`src/rtl/gtm_pkg.sv`:
```
// Package of offsets, field layouts and reset values for the gated timer
package gtm_pkg;
    // ---------------------------------------------------------------
    // Register offsets
    // ---------------------------------------------------------------
    localparam logic [3:0] OFS_COUNT_LOW  = 4'h0; // Count low byte
    localparam logic [3:0] OFS_COUNT_HIGH = 4'h1; // Count high byte
    localparam logic [3:0] OFS_CONTROL    = 4'h2; // Timer control
    localparam logic [3:0] OFS_SELECT     = 4'h3; // Clock and gate select
    localparam logic [3:0] OFS_FLAGS      = 4'h4; // Peripheral flag register
    localparam logic [3:0] OFS_ENABLES    = 4'h5; // Interrupt enables
    localparam logic [3:0] OFS_CMP_LOW    = 4'h6; // Compare low byte
    localparam logic [3:0] OFS_CMP_HIGH   = 4'h7; // Compare high byte
    localparam logic [3:0] OFS_CCP_MODE   = 4'h8; // Capture/compare mode
    localparam logic [3:0] OFS_PINS       = 4'h9; // Shared pin view
    // ---------------------------------------------------------------
    // Gate sources
    // ---------------------------------------------------------------
    localparam logic [1:0] GATE_PIN     = 2'h0; // Gate pin
    localparam logic [1:0] GATE_ALT_PIN = 2'h1; // Alternate gate pin
    localparam logic [1:0] GATE_CMP     = 2'h2; // Comparator output
    // ---------------------------------------------------------------
    // Counts and reset values
    // ---------------------------------------------------------------
    localparam logic [1:0]  INSTR_DIV_LAST = 2'h3;    // Oscillator divided by four
    localparam logic [15:0] COUNT_MAX      = 16'hFFFF; // Last count before rollover
    localparam logic [15:0] COUNT_RESET    = 16'h0000; // Count after reset
    localparam logic [7:0]  BYTE_RESET     = 8'h00;    // Generic byte reset
    // Timer control layout
    typedef struct packed {
        logic       gate_invert;
        logic       gate_enable;
        logic [1:0] prescale_select;
        logic       timer_oscillator_enable;
        logic       sync_disable;
        logic       clock_source_select;
        logic       timer_on;
    } gtm_ctrl_t;
    // Clock and gate select layout
    typedef struct packed {
        logic [4:0] unused;
        logic [1:0] gate_source;
        logic       alternate_clock_select;
    } gtm_sel_t;
    // Capture/compare mode layout
    typedef struct packed {
        logic [4:0] unused;
        logic       special_trigger;
        logic       compare_enable;
        logic       capture_enable;
    } gtm_ccp_t;
    // Register bus request
    typedef struct packed {
        logic [3:0] addr;
        logic [7:0] wdata;
        logic       wr;
        logic       rd;
    } gtm_bus_t;
endpackage : gtm_pkg

```
`src/rtl/gtm_timer.sv`:
```
// Gated sixteen bit timer with prescaler, gate, capture and compare
//
// Summary of operation
// - Sixteen bit counter, byte writes replace bytes
// - Source selects instruction, oscillator or pin
// - Prescaler divides by one, two, four, eight
// - Prescaler hidden, cleared by count writes
// - Pin rising edges counted, sync or async
// - Falling edge needed before first counted rise
// - Oscillator enable starts crystal, runs in sleep
// - Oscillator forces pin directions, fixed readback
// - Sync disable bypasses the synchroniser
// - Count byte reads always return valid byte
// - Gate source selectable, active when enabled
// - Gate invert reverses gate polarity
// - Invert one counts high, zero counts low
// - Rollover to zero sets overflow flag
// - Interrupt needs all three enables set
// - Sleep counting only async; overflow wakes
// - Capture event copies count to pair
// - Compare match raises event
// - Special trigger clears count, no flag
// - Count write beats special trigger clear
//
// Strobed register access and the placing of the registers were decided locally.
`timescale 1ns/1ns
`default_nettype none
module gtm_timer (
    // Clock and reset
    input  wire logic       SYS_CLK,
    input  wire logic       ARST_N,
    // Register port
    input  wire logic [3:0] ADDR,
    input  wire logic [7:0] WDATA,
    input  wire logic       WR,
    input  wire logic       RD,
    output var  logic [7:0] RDATA,
    // Count and gate inputs
    input  wire logic       EXT_COUNT_IN,
    input  wire logic       GATE_PIN_IN,
    input  wire logic       ALT_GATE_PIN_IN,
    input  wire logic       COMPARATOR_OUTPUT,
    input  wire logic       CAPTURE_EVENT,
    input  wire logic       SLEEP,
    // Shared oscillator pins
    input  wire logic       PIN5_IN,
    input  wire logic       PIN4_IN,
    output var  logic       PIN5_DIRECTION,
    output var  logic       PIN4_DIRECTION,
    output var  logic       OSC_ENABLE,
    // Events
    output var  logic       IRQ,
    output var  logic       WAKE,
    output var  logic       COMPARE_EVENT
);
    import gtm_pkg::*;

    // ---------------------------------------------------------------
    // Reset release
    // ---------------------------------------------------------------
    logic       rst_meta;  // First reset stage
    logic       rst_n;     // Released reset

    // Two flops release the asynchronous reset
    always_ff @(posedge SYS_CLK or negedge ARST_N) begin
        if (!ARST_N) begin
            rst_meta <= 1'b0;
            rst_n    <= 1'b0;
        end else begin
            rst_meta <= 1'b1;
            rst_n    <= rst_meta;
        end
    end

    // ---------------------------------------------------------------
    // Registers and bus decode
    // ---------------------------------------------------------------
    gtm_bus_t   bus;           // Bundled request
    gtm_ctrl_t  ctrl;          // Timer control
    gtm_sel_t   sel;           // Clock and gate select
    gtm_ccp_t   ccp;           // Capture/compare mode
    logic [15:0] count;        // Timer count
    logic [15:0] cmp;          // Compare/capture pair
    logic        flag;         // Overflow flag
    logic [2:0]  ien;          // Gie, peripheral_interrupt_enable, overflow enable
    logic        dir5;         // Pin5 direction latch
    logic        dir4;         // Pin4 direction latch
    logic        on_d;         // Timer on, previous cycle

    assign bus = '{addr: ADDR, wdata: WDATA, wr: WR, rd: RD};

    wire wr_low  = bus.wr && bus.addr == OFS_COUNT_LOW;   // Low byte write
    wire wr_high = bus.wr && bus.addr == OFS_COUNT_HIGH;  // High byte write
    wire wr_cnt  = wr_low || wr_high;                     // Any count write
    wire wr_flag = bus.wr && bus.addr == OFS_FLAGS;       // Flag write

    // Control registers written by software
    always_ff @(posedge SYS_CLK or negedge rst_n) begin
        if (!rst_n) begin
            ctrl <= '0;
            sel  <= '0;
            ccp  <= '0;
            ien  <= 3'h0;
            dir5 <= 1'b1;
            dir4 <= 1'b1;
        end else if (bus.wr) begin
            case (bus.addr)
                OFS_CONTROL:  ctrl <= bus.wdata;
                OFS_SELECT:   sel  <= {5'h00, bus.wdata[2:0]};
                OFS_CCP_MODE: ccp  <= {5'h00, bus.wdata[2:0]};
                OFS_ENABLES:  ien  <= bus.wdata[2:0];
                OFS_PINS: begin
                    dir5 <= bus.wdata[3];
                    dir4 <= bus.wdata[2];
                end
                default: ;
            endcase
        end
    end

    // ---------------------------------------------------------------
    // External input edges
    // ---------------------------------------------------------------
    logic       s_meta;   // Synchroniser first stage
    logic       s_sync;   // Synchroniser second stage
    logic       s_last;   // Previous synchronised level
    logic       a_now;    // Unsynchronised path sample
    logic       a_last;   // Previous unsynchronised sample

    // Two stage synchroniser plus direct path
    always_ff @(posedge SYS_CLK or negedge rst_n) begin
        if (!rst_n) begin
            s_meta <= 1'b0;
            s_sync <= 1'b0;
            s_last <= 1'b0;
            a_now  <= 1'b0;
            a_last <= 1'b0;
        end else begin
            s_meta <= EXT_COUNT_IN;
            s_sync <= s_meta;
            s_last <= s_sync;
            // Direct path takes one flop, no second stage
            a_now  <= EXT_COUNT_IN;
            a_last <= a_now;
        end
    end

    // Mode picks the synchronised or the direct path
    wire in_lvl  = ctrl.sync_disable ? a_now : s_sync;
    wire in_prev = ctrl.sync_disable ? a_last : s_last;
    wire in_rise = in_lvl && !in_prev;
    wire in_fall = !in_lvl && in_prev;

    // ---------------------------------------------------------------
    // Falling edge arming
    // ---------------------------------------------------------------
    logic       armed;     // Falling edge seen
    logic       ever_on;   // Enabled since reset
    logic       lvl_off;   // Input level when disabled

    wire on_rise = ctrl.timer_on && !on_d;                      // Enable edge
    // A write disarms at once; a re-enable disarms on the first
    // enable or when the input fell while the timer was off
    wire need_fall = wr_cnt || (on_rise && (!ever_on || (lvl_off && !in_lvl)));

    // Arm on falling edge, disarm on the three conditions
    always_ff @(posedge SYS_CLK or negedge rst_n) begin
        if (!rst_n) begin
            armed   <= 1'b0;
            ever_on <= 1'b0;
            lvl_off <= 1'b0;
            on_d    <= 1'b0;
        end else begin
            on_d <= ctrl.timer_on;
            if (on_rise)
                ever_on <= 1'b1;
            if (on_d && !ctrl.timer_on)
                lvl_off <= in_lvl;
            if (need_fall)
                armed <= 1'b0;
            else if (in_fall)
                armed <= 1'b1;
        end
    end

    // ---------------------------------------------------------------
    // Clock select, gate and prescaler
    // ---------------------------------------------------------------
    logic [1:0] idiv;      // Instruction clock divider
    logic [2:0] pre;       // Prescale counter, not visible

    // Instruction clock ticks once in four cycles
    wire instr_tick = idiv == INSTR_DIV_LAST;
    // Full oscillator clock ticks on every cycle
    wire src_tick = ctrl.clock_source_select ? (in_rise && armed)
                  : (sel.alternate_clock_select ? 1'b1 : instr_tick);

    // Gate selection and polarity
    wire gate_raw = sel.gate_source == GATE_CMP ? COMPARATOR_OUTPUT
                  : sel.gate_source == GATE_ALT_PIN ? ALT_GATE_PIN_IN
                  : GATE_PIN_IN;
    wire gate_act = ctrl.gate_invert ? gate_raw : !gate_raw;
    // Only the asynchronous pin path counts in sleep
    wire sleep_ok = !SLEEP || (ctrl.clock_source_select && ctrl.sync_disable);
    wire run = ctrl.timer_on && (!ctrl.gate_enable || gate_act) && sleep_ok;

    wire [2:0] pre_last = 3'((4'h1 << ctrl.prescale_select) - 4'h1);
    // Reaching or passing the last value ends a period, so a lower
    // ratio set mid-period does not wait for the counter to wrap
    wire pre_tick = run && src_tick && pre >= pre_last;

    // Instruction divider and prescaler
    always_ff @(posedge SYS_CLK or negedge rst_n) begin
        if (!rst_n) begin
            idiv <= 2'h0;
            pre  <= 3'h0;
        end else begin
            idiv <= idiv + 2'h1;
            if (wr_cnt || pre_tick)
                pre <= 3'h0;
            else if (run && src_tick)
                pre <= pre + 3'h1;
        end
    end

    // ---------------------------------------------------------------
    // Counter, capture and compare
    // ---------------------------------------------------------------
    // Match is a level, so a stopped count on a zero pair keeps clearing
    wire match = ccp.compare_enable && cmp == count;
    wire special = match && ccp.special_trigger;
    wire overflow = pre_tick && count == COUNT_MAX;
    logic [15:0] next_count;

    // Write beats special trigger, which beats increment
    always_comb begin
        next_count = count;
        if (wr_low)
            next_count = {count[15:8], bus.wdata};
        else if (wr_high)
            next_count = {bus.wdata, count[7:0]};
        else if (special)
            next_count = COUNT_RESET;
        else if (pre_tick)
            next_count = count + 16'h0001;
    end

    // Count, compare pair and flag
    always_ff @(posedge SYS_CLK or negedge rst_n) begin
        if (!rst_n) begin
            count <= COUNT_RESET;
            cmp   <= COUNT_RESET;
            flag  <= 1'b0;
        end else begin
            count <= next_count;
            if (ccp.capture_enable && CAPTURE_EVENT)
                cmp <= count;
            else if (bus.wr && bus.addr == OFS_CMP_LOW)
                cmp[7:0] <= bus.wdata;
            else if (bus.wr && bus.addr == OFS_CMP_HIGH)
                cmp[15:8] <= bus.wdata;
            // A rollover set wins over a software clear
            if (overflow && !wr_cnt && !special)
                flag <= 1'b1;
            else if (wr_flag)
                flag <= bus.wdata[0];
        end
    end

    // ---------------------------------------------------------------
    // Read path and outputs
    // ---------------------------------------------------------------
    wire osc = ctrl.timer_oscillator_enable;
    // Oscillator on: pins read as inputs, port bits as zero
    wire [7:0] pin_view = osc ? 8'h0C
                        : {4'h0, dir5, dir4, PIN5_IN, PIN4_IN};
    logic [7:0] rd_mux;

    // Read selection from the current state
    always_comb begin
        case (bus.addr)
            OFS_COUNT_LOW:  rd_mux = count[7:0];
            OFS_COUNT_HIGH: rd_mux = count[15:8];
            OFS_CONTROL:    rd_mux = ctrl;
            OFS_SELECT:     rd_mux = sel;
            OFS_FLAGS:      rd_mux = {7'h00, flag};
            OFS_ENABLES:    rd_mux = {5'h00, ien};
            OFS_CMP_LOW:    rd_mux = cmp[7:0];
            OFS_CMP_HIGH:   rd_mux = cmp[15:8];
            OFS_CCP_MODE:   rd_mux = ccp;
            OFS_PINS:       rd_mux = pin_view;
            default:        rd_mux = BYTE_RESET;
        endcase
    end

    // Registered outputs
    always_ff @(posedge SYS_CLK or negedge rst_n) begin
        if (!rst_n) begin
            RDATA          <= BYTE_RESET;
            IRQ            <= 1'b0;
            WAKE           <= 1'b0;
            COMPARE_EVENT  <= 1'b0;
            PIN5_DIRECTION <= 1'b1;
            PIN4_DIRECTION <= 1'b1;
            OSC_ENABLE     <= 1'b0;
        end else begin
            // Read data stand one cycle, zero otherwise
            RDATA          <= bus.rd ? rd_mux : BYTE_RESET;
            IRQ            <= flag && ien[0] && ien[1] && ien[2];
            WAKE           <= SLEEP && flag && ien[0] && ien[1] && ctrl.timer_on;
            COMPARE_EVENT  <= match;
            PIN5_DIRECTION <= dir5 || osc;
            PIN4_DIRECTION <= dir4 || osc;
            OSC_ENABLE     <= osc;
        end
    end
endmodule : gtm_timer
`default_nettype wire

```
`config.mk`:
```
export PLATFORM = sky130hd
export DESIGN_NAME = gtm_timer
export DESIGN_NICKNAME = d
export VERILOG_FILES = /design/src/rtl/gtm_pkg.sv /design/src/rtl/gtm_timer.sv
export SDC_FILE = /design/constraint.sdc
export NUM_CORES = 1
export LEC_CHECK = 0
export BUFFER_PORTS_ARGS = -buffer_cell sky130_fd_sc_hd__buf_2
export CORE_MARGIN = 4
export CORE_UTILIZATION = 35
export DETAILED_ROUTE_END_ITERATION = 8
export GPL_TIMING_DRIVEN = 0
export SYNTH_ARGS = -nofsm -noshare
export SYNTH_HDL_FRONTEND = slang
export SYNTH_SLANG_ARGS = --single-unit
```
`constraint.sdc`:
```
create_clock -name SYS_CLK -period 2.58 [get_ports SYS_CLK]
set_input_delay 0.258 -clock SYS_CLK [delete_from_list [all_inputs] [get_ports SYS_CLK]]
set_output_delay 0.258 -clock SYS_CLK [all_outputs]
set_load 0.005 [all_outputs]
```
; Yosys cells after proc, flatten, opt, wreduce, memory -nomap -nowiden
; Index checks and enable logic that the tools add are counted.
[totals]
in_bits = 24
regBits = 80
out_inout_bits = 14
word_cells = 149
[op_classes]
shift = 1
n_lt_le_gt_ge = 1
muxes = 24
addsub = 4
n_bitwise = 1
n_eq_ne = 16
n_reduce_logical = 64
[op_table]
columns = operator, count
row1 = $pmux W8 S10, 1
row2 = $mux W16, 4
row3 = $mux W8, 5
row4 = $logic_and A1 B1 Y1, 30
row5 = $add A16 B1 Y16 const B, 1
row6 = $eq A16 B16 Y1, 1
row7 = $eq A16 B16 Y1 const B, 1
row8 = $eq A4 B3 Y1 const B, 4
row9 = $reduce_and A2 Y1, 8
row10 = $mux W1, 11
row11 = $logic_not A1 Y1, 10
row12 = $reduce_bool A2 Y1, 5
row13 = $eq A4 B2 Y1 const B, 2
row14 = $eq A4 B4 Y1 const B, 2
row15 = $logic_or A1 B1 Y1, 8
row16 = $mux W3, 2
row17 = $reduce_bool A3 Y1, 2
row18 = $eq A2 B2 Y1 const B, 2
row19 = $eq A4 B1 Y1 const B, 1
row20 = $logic_not A4 Y1, 1
row21 = $mux W4, 1
row22 = $ne A2 B2 Y1 const B, 2
row23 = $add A3 B1 Y3 const B, 1
row24 = $ge A3 B3 Y1, 1
row25 = 5 further kinds, 5

; Depth between registers and ports, before layout
[logic_depth]
depth_word = 14
depth_mapped = 9
depth_no_buf = 8

; Worst setup path after synthesis
; OpenSTA, ideal clock, no wires.
[synth_path]
path_kind = register to register
startpoint = register ctrl[5] (netlist bit)
endpoint = register count[9]
setup_ns = 0.087
n_path_buf = 1
period_less_slack_ns = 2.564
t_required_ns = 2.493
path_slack_ns = 0.016
path_stages_with_launch = 10
arrival_time_ns = 2.478
cell_sequence = dfrtp_1 or2_2 ha_1 nand2b_1 nand3_1 and2_1 clkbuf_1 or4_1 or4b_1 o211ai_1
[synth_between]
elab_chain_len = 6
[synth_lines]
columns = element, line
row1 = from (decl), gtm_timer.sv:79  ; gtm_ctrl_t ctrl;
row2 = from (signal assigned), gtm_timer.sv:108  ; OFS_CONTROL: ctrl <= bus.wdata;
row3 = $shl A1 B2 Y3, gtm_timer.sv:207  ; wire [2:0] pre_last = 3'((4'h1 << ctrl.prescale_select) - 4'h1);
row4 = $sub A3 B1 Y3, gtm_timer.sv:207
row5 = $ge A3 B3 Y1, gtm_timer.sv:210  ; wire pre_tick = run && src_tick && pre >= pre_last;
row6 = $logic_and A1 B1 Y1, gtm_timer.sv:210
row7 = $reduce_bool A3 Y1 (no line), --
row8 = $reduce_and A2 Y1 (no line), --
row9 = to (signal assigned), gtm_timer.sv:255  ; count <= next_count;
row10 = to (decl), gtm_timer.sv:82  ; logic [15:0] count;
; Every way passes these cells.
; A chain may end at the register's enable or synchronous reset.

; Final worst setup path
; Same ends and word-level chain as after synthesis.

==> results.txt <==
----------------------------------------------------
[Synth]
  FF+latch count, synth ... 80
  Number of instances in the synthesized netlist ... 471
  Distinct cells, synth ... 58
  Post-synthesis cell type with the largest combined area ... sky130_fd_sc_hd__dfrtp_1
  Total number of yosys warnings ... 0
  Share of synthesized cell area in full adder, half adder and majority cells ... 1.68%
  Post-Synthesis Cell Area ... 0.00448 mm²
  Mux contribution to synthesized area ... 10.2%
  Average footprint of a synthesized cell ... 9.51 µm²
  Post-synthesis share of cell area spent on xor and xnor gates ... 2.74%
  Synth Flop Type ... sky130_fd_sc_hd__dfrtp_1
  Largest family of logic cells by synthesized area ... simple AND/OR/NAND/NOR gates
  Simple-gate portion of the synthesized area ... 19.0%
  Sequential cell area fraction in the yosys report ... 44.8%
  Synthesized-area fraction occupied by ao, oa, aoi and oai cells ... 17.3%
  Cell types occupying the most area after synthesis ... sky130_fd_sc_hd__dfrtp_1 42%, sky130_fd_sc_hd__mux2_2 5.3%, sky130_fd_sc_hd__nand2_1 4.9%
  Post-Synthesis Net Count ... 501
  Post-synth ARST share ... 100%
  Top-count cell post-synth ... sky130_fd_sc_hd__dfrtp_1
  Share of Yosys cell area claimed by the top area cell type ... 42.4%
  Most numerous cell types in the synthesized netlist ... 76 x sky130_fd_sc_hd__dfrtp_1, 59 x sky130_fd_sc_hd__nand2_1, 26 x sky130_fd_sc_hd__clkbuf_1, 25 x sky130_fd_sc_hd__o21ai_0
  Post-synth EDFFs ... 0

[Floorplan]
  Floorplan die height ... 121 µm
  Number of placement rows ... 41
  Chip width ... 121 µm
  Placeable Area ... 0.0126 mm²
  Die Footprint ... 0.0147 mm²
  Initial core utilization ... 35.6%
  Top-level I/O count ... 38

[Setup path]
  Setup crit start kind ... flip-flop
  Critical path fanouts, max ... 5
  Worst Path Arrival ... 2840 ps
  Endpoint kind of the worst setup timing path ... flip-flop
  Peak per-stage delay on the critical path ... 510 ps
  CP required ... 2850 ps
  Cell Chain, Critical Path ... or2_2 > ha_1 > nand2b_1 > nand3_2 > and2_4 > or4_4 > or4b_1 > o211ai_1
  Cell type of the slowest stage on the worst timing path ... sky130_fd_sc_hd__or4_4
  Setup Crit Path Kind ... flip-flop to flip-flop

[Place]
  Number of buffers added on ports ... 34
  Cell count after placement ... 678
  Final RePlAce weighted congestion ... 0.893
  Hpwl dp ... 9.79 mm

[Timing]
  Final Hold Vio Count ... 0
  Total negative slack ... 0 ps
  Setup repair after global routing missed its margin ... true
  Slew Limit Headroom ... 16.3%
  Count of final max-slew check failures ... 0
  Fin crit period ... 2580 ps
  Highest achievable clock rate ... 388 MHz
  Slew at the pin closest to its max-slew limit ... 1250 ps
  Final setup violation count ... 0
  Period utilization ... 99.9%
  Worst clock skew ... 7.77 ps

[CTS]
  Clock insertion delay at the later pin of the skew report ... 350 ps
  Maximum clock insertion buffer count ... 2
  Root Buffer Master ... sky130_fd_sc_hd__clkbuf_16
  CTS tree ... yes
  Clock transition at path regs ... 60 ps
  Max H-tree Level ... 3
  TritonCTS Buffers ... 9
  Num Clock Sinks ... 80

[Global route]
  Initial antenna violation count ... 0
  Total routing resource utilization after global routing ... 19.6%
  First-pass GRT wire length ... 21.9 mm
  Via count of the first global-routing pass ... 4027
  Maximum number of pins on one net before global-route repair ... 62
  Total congestion overflow ... 0

[Routing]
  Vias post-DR ... 3972
  DRC violation count after routing ... 0
  Avg WL per Cell ... 19.8 µm
  Ratio of routed vias to standard cells ... 5.73
  Number of detailed-route iterations in the first pass ... 5
  Detail Route Antenna Nets ... 0
  Starting DRT DRC Count ... 421
  Post-detailed-routing wire length ... 13.7 mm

[Cells and area]
  Share of final-layout standard cells stronger than drive strength 1 ... 20.5%
  Layout area overhead ... 18.0%
  Final instance count without filler cells ... 693
  ANT cells ... 0
  Post-layout net count ... 546

[Status]
  Result of the run ... finished, final reports clean

[Worst hold path]
  Worst min path class ... primary input to flip-flop

[Job]
  Number of max-cap violations ... 0

[Power]
  Leakage power of the design ... 0.00221 µW
  Power density relative to cell area ... 858 mW/mm²
  Worst vdd rail ir drop ... 0.281 mV

----------------------------------------------------
## cells by family (layout without fill, tap and decap cells)
logic type               after synthesis  in the layout
AND/OR/NAND/NOR                      169            169
AO/OA/AOI/OAI                        110            110
flip-flops                            80             80
buffers and inverters                 48             98
multiplexers                          43             43
XOR/XNOR                              14             14
adder cells (fa/ha/maj)                6              6
other                                  1              1
## layout make-up
cell class	instances	area, µm²
Inverter	14	52.6
Tap cell	172	215
Sequential cell	80	2010
Buffer	31	126
Clock inverter	7	71.3
Multi-Input combinational cell	343	2370
Fill cell	1221	7280
Timing Repair Buffer	37	215
Clock buffer	9	225
## flip-flops by register name, summed over array words and instances, names as in the netlist, 2 cells and up
register / cells
cmp: 16
count: 16
RDATA: 8
ctrl: 7
ccp: 3
ien: 3
pre: 3
sel: 3
idiv: 2
## metal layers
| layer | vias up | wire length, µm | global-route usage [%] |
|---|---|---|---|
| met3 | 46 | 979 | 4.66 |
| met4 | 0 | 599 | 9.94 |
| li1 | 1825 | - | - |
| met1 | 1953 | 5750 | 25.6 |
| met5 | - | 0 | 0 |
| met2 | 148 | 6360 | 30.4 |
## path summary, 6_finish.rpt
path                                   endpoint  slack (ps)  cells after the start                 from
max                        count[9]$_DFFE_PN0P_           3                      8  ctrl[5]$_DFFE_PN0P_
min                             a_now$_DFF_PN0_          10                      1         EXT_COUNT_IN
max reg2reg                count[9]$_DFFE_PN0P_           3                      8  ctrl[5]$_DFFE_PN0P_
min reg2reg                 ever_on$_DFFE_PN0P_         210                      0      rst_n$_DFF_PN0_
max in group asynchronous      dir4$_DFFE_PN1P_        1730                      1      rst_n$_DFF_PN0_
min in group asynchronous       rst_n$_DFF_PN0_         200                      2               ARST_N
## stage by stage
stage | instance area [µm²] | worst slack [ps] | util (%) | power (µW) | hold WS (ps)
2_1_floorplan | 4480 | 15.8 | - | 2690 | -37.6
3_3_place_gp | 4870 | -728 | 38.7 | 3100 | 43.1
3_5_place_dp | 4900 | -329 | 39.0 | 3140 | 45.1
4_1_cts | 5230 | -72.4 | 41.6 | 4460 | 3.47
5_1_grt | 5290 | -63.4 | 42.1 | 4790 | 11.3
6_report | 5290 | 3.25 | 42.1 | 4530 | 9.61
## power breakdown
group	internal [µW]	switching [µW]
Clock	749	553
Sequential	1560	304
Combinational	565	804
Total	2870	1660
## cells in the final DEF (no fill, tap or decap), types with 9 or more instances in the layout
cell	netlist	final
sky130_fd_sc_hd__mux2i_1	22	21
sky130_fd_sc_hd__a22oi_1	16	16
sky130_fd_sc_hd__o21ai_0	25	25
sky130_fd_sc_hd__nor2_1	18	18
sky130_fd_sc_hd__clkbuf_1	26	21
sky130_fd_sc_hd__a21oi_1	20	16
sky130_fd_sc_hd__mux2_2	21	21
sky130_fd_sc_hd__nand2_1	59	59
sky130_fd_sc_hd__buf_2	3	37
sky130_fd_sc_hd__dfrtp_1	76	73
sky130_fd_sc_hd__nand3_1	22	21
sky130_fd_sc_hd__inv_1	14	14
sky130_fd_sc_hd__nor3_1	17	16
sky130_fd_sc_hd__clkbuf_16	0	9
## timing repair
| item | 4_1_cts | 5_1_grt |
|---|---|---|
| pin swaps | 0 | 1 |
| buffers inserted | 0 | 1 |
| resized for setup | 5 | 16 |
| hold buffers | 1 | 0 |
| setup endpoints to repair | 3 | 22 |
| endpoints found under the hold margin | 2 | 0 |
## worst max-delay path, delay by kind of cell, from the launching register on
kind / cells / cell delay (ps)
simple gates: 6 / 1680
compound gates: 1 / 100
flops: 1 / 440
fa+ha+maj: 1 / 260
Power figures use the tool's default switching activity.
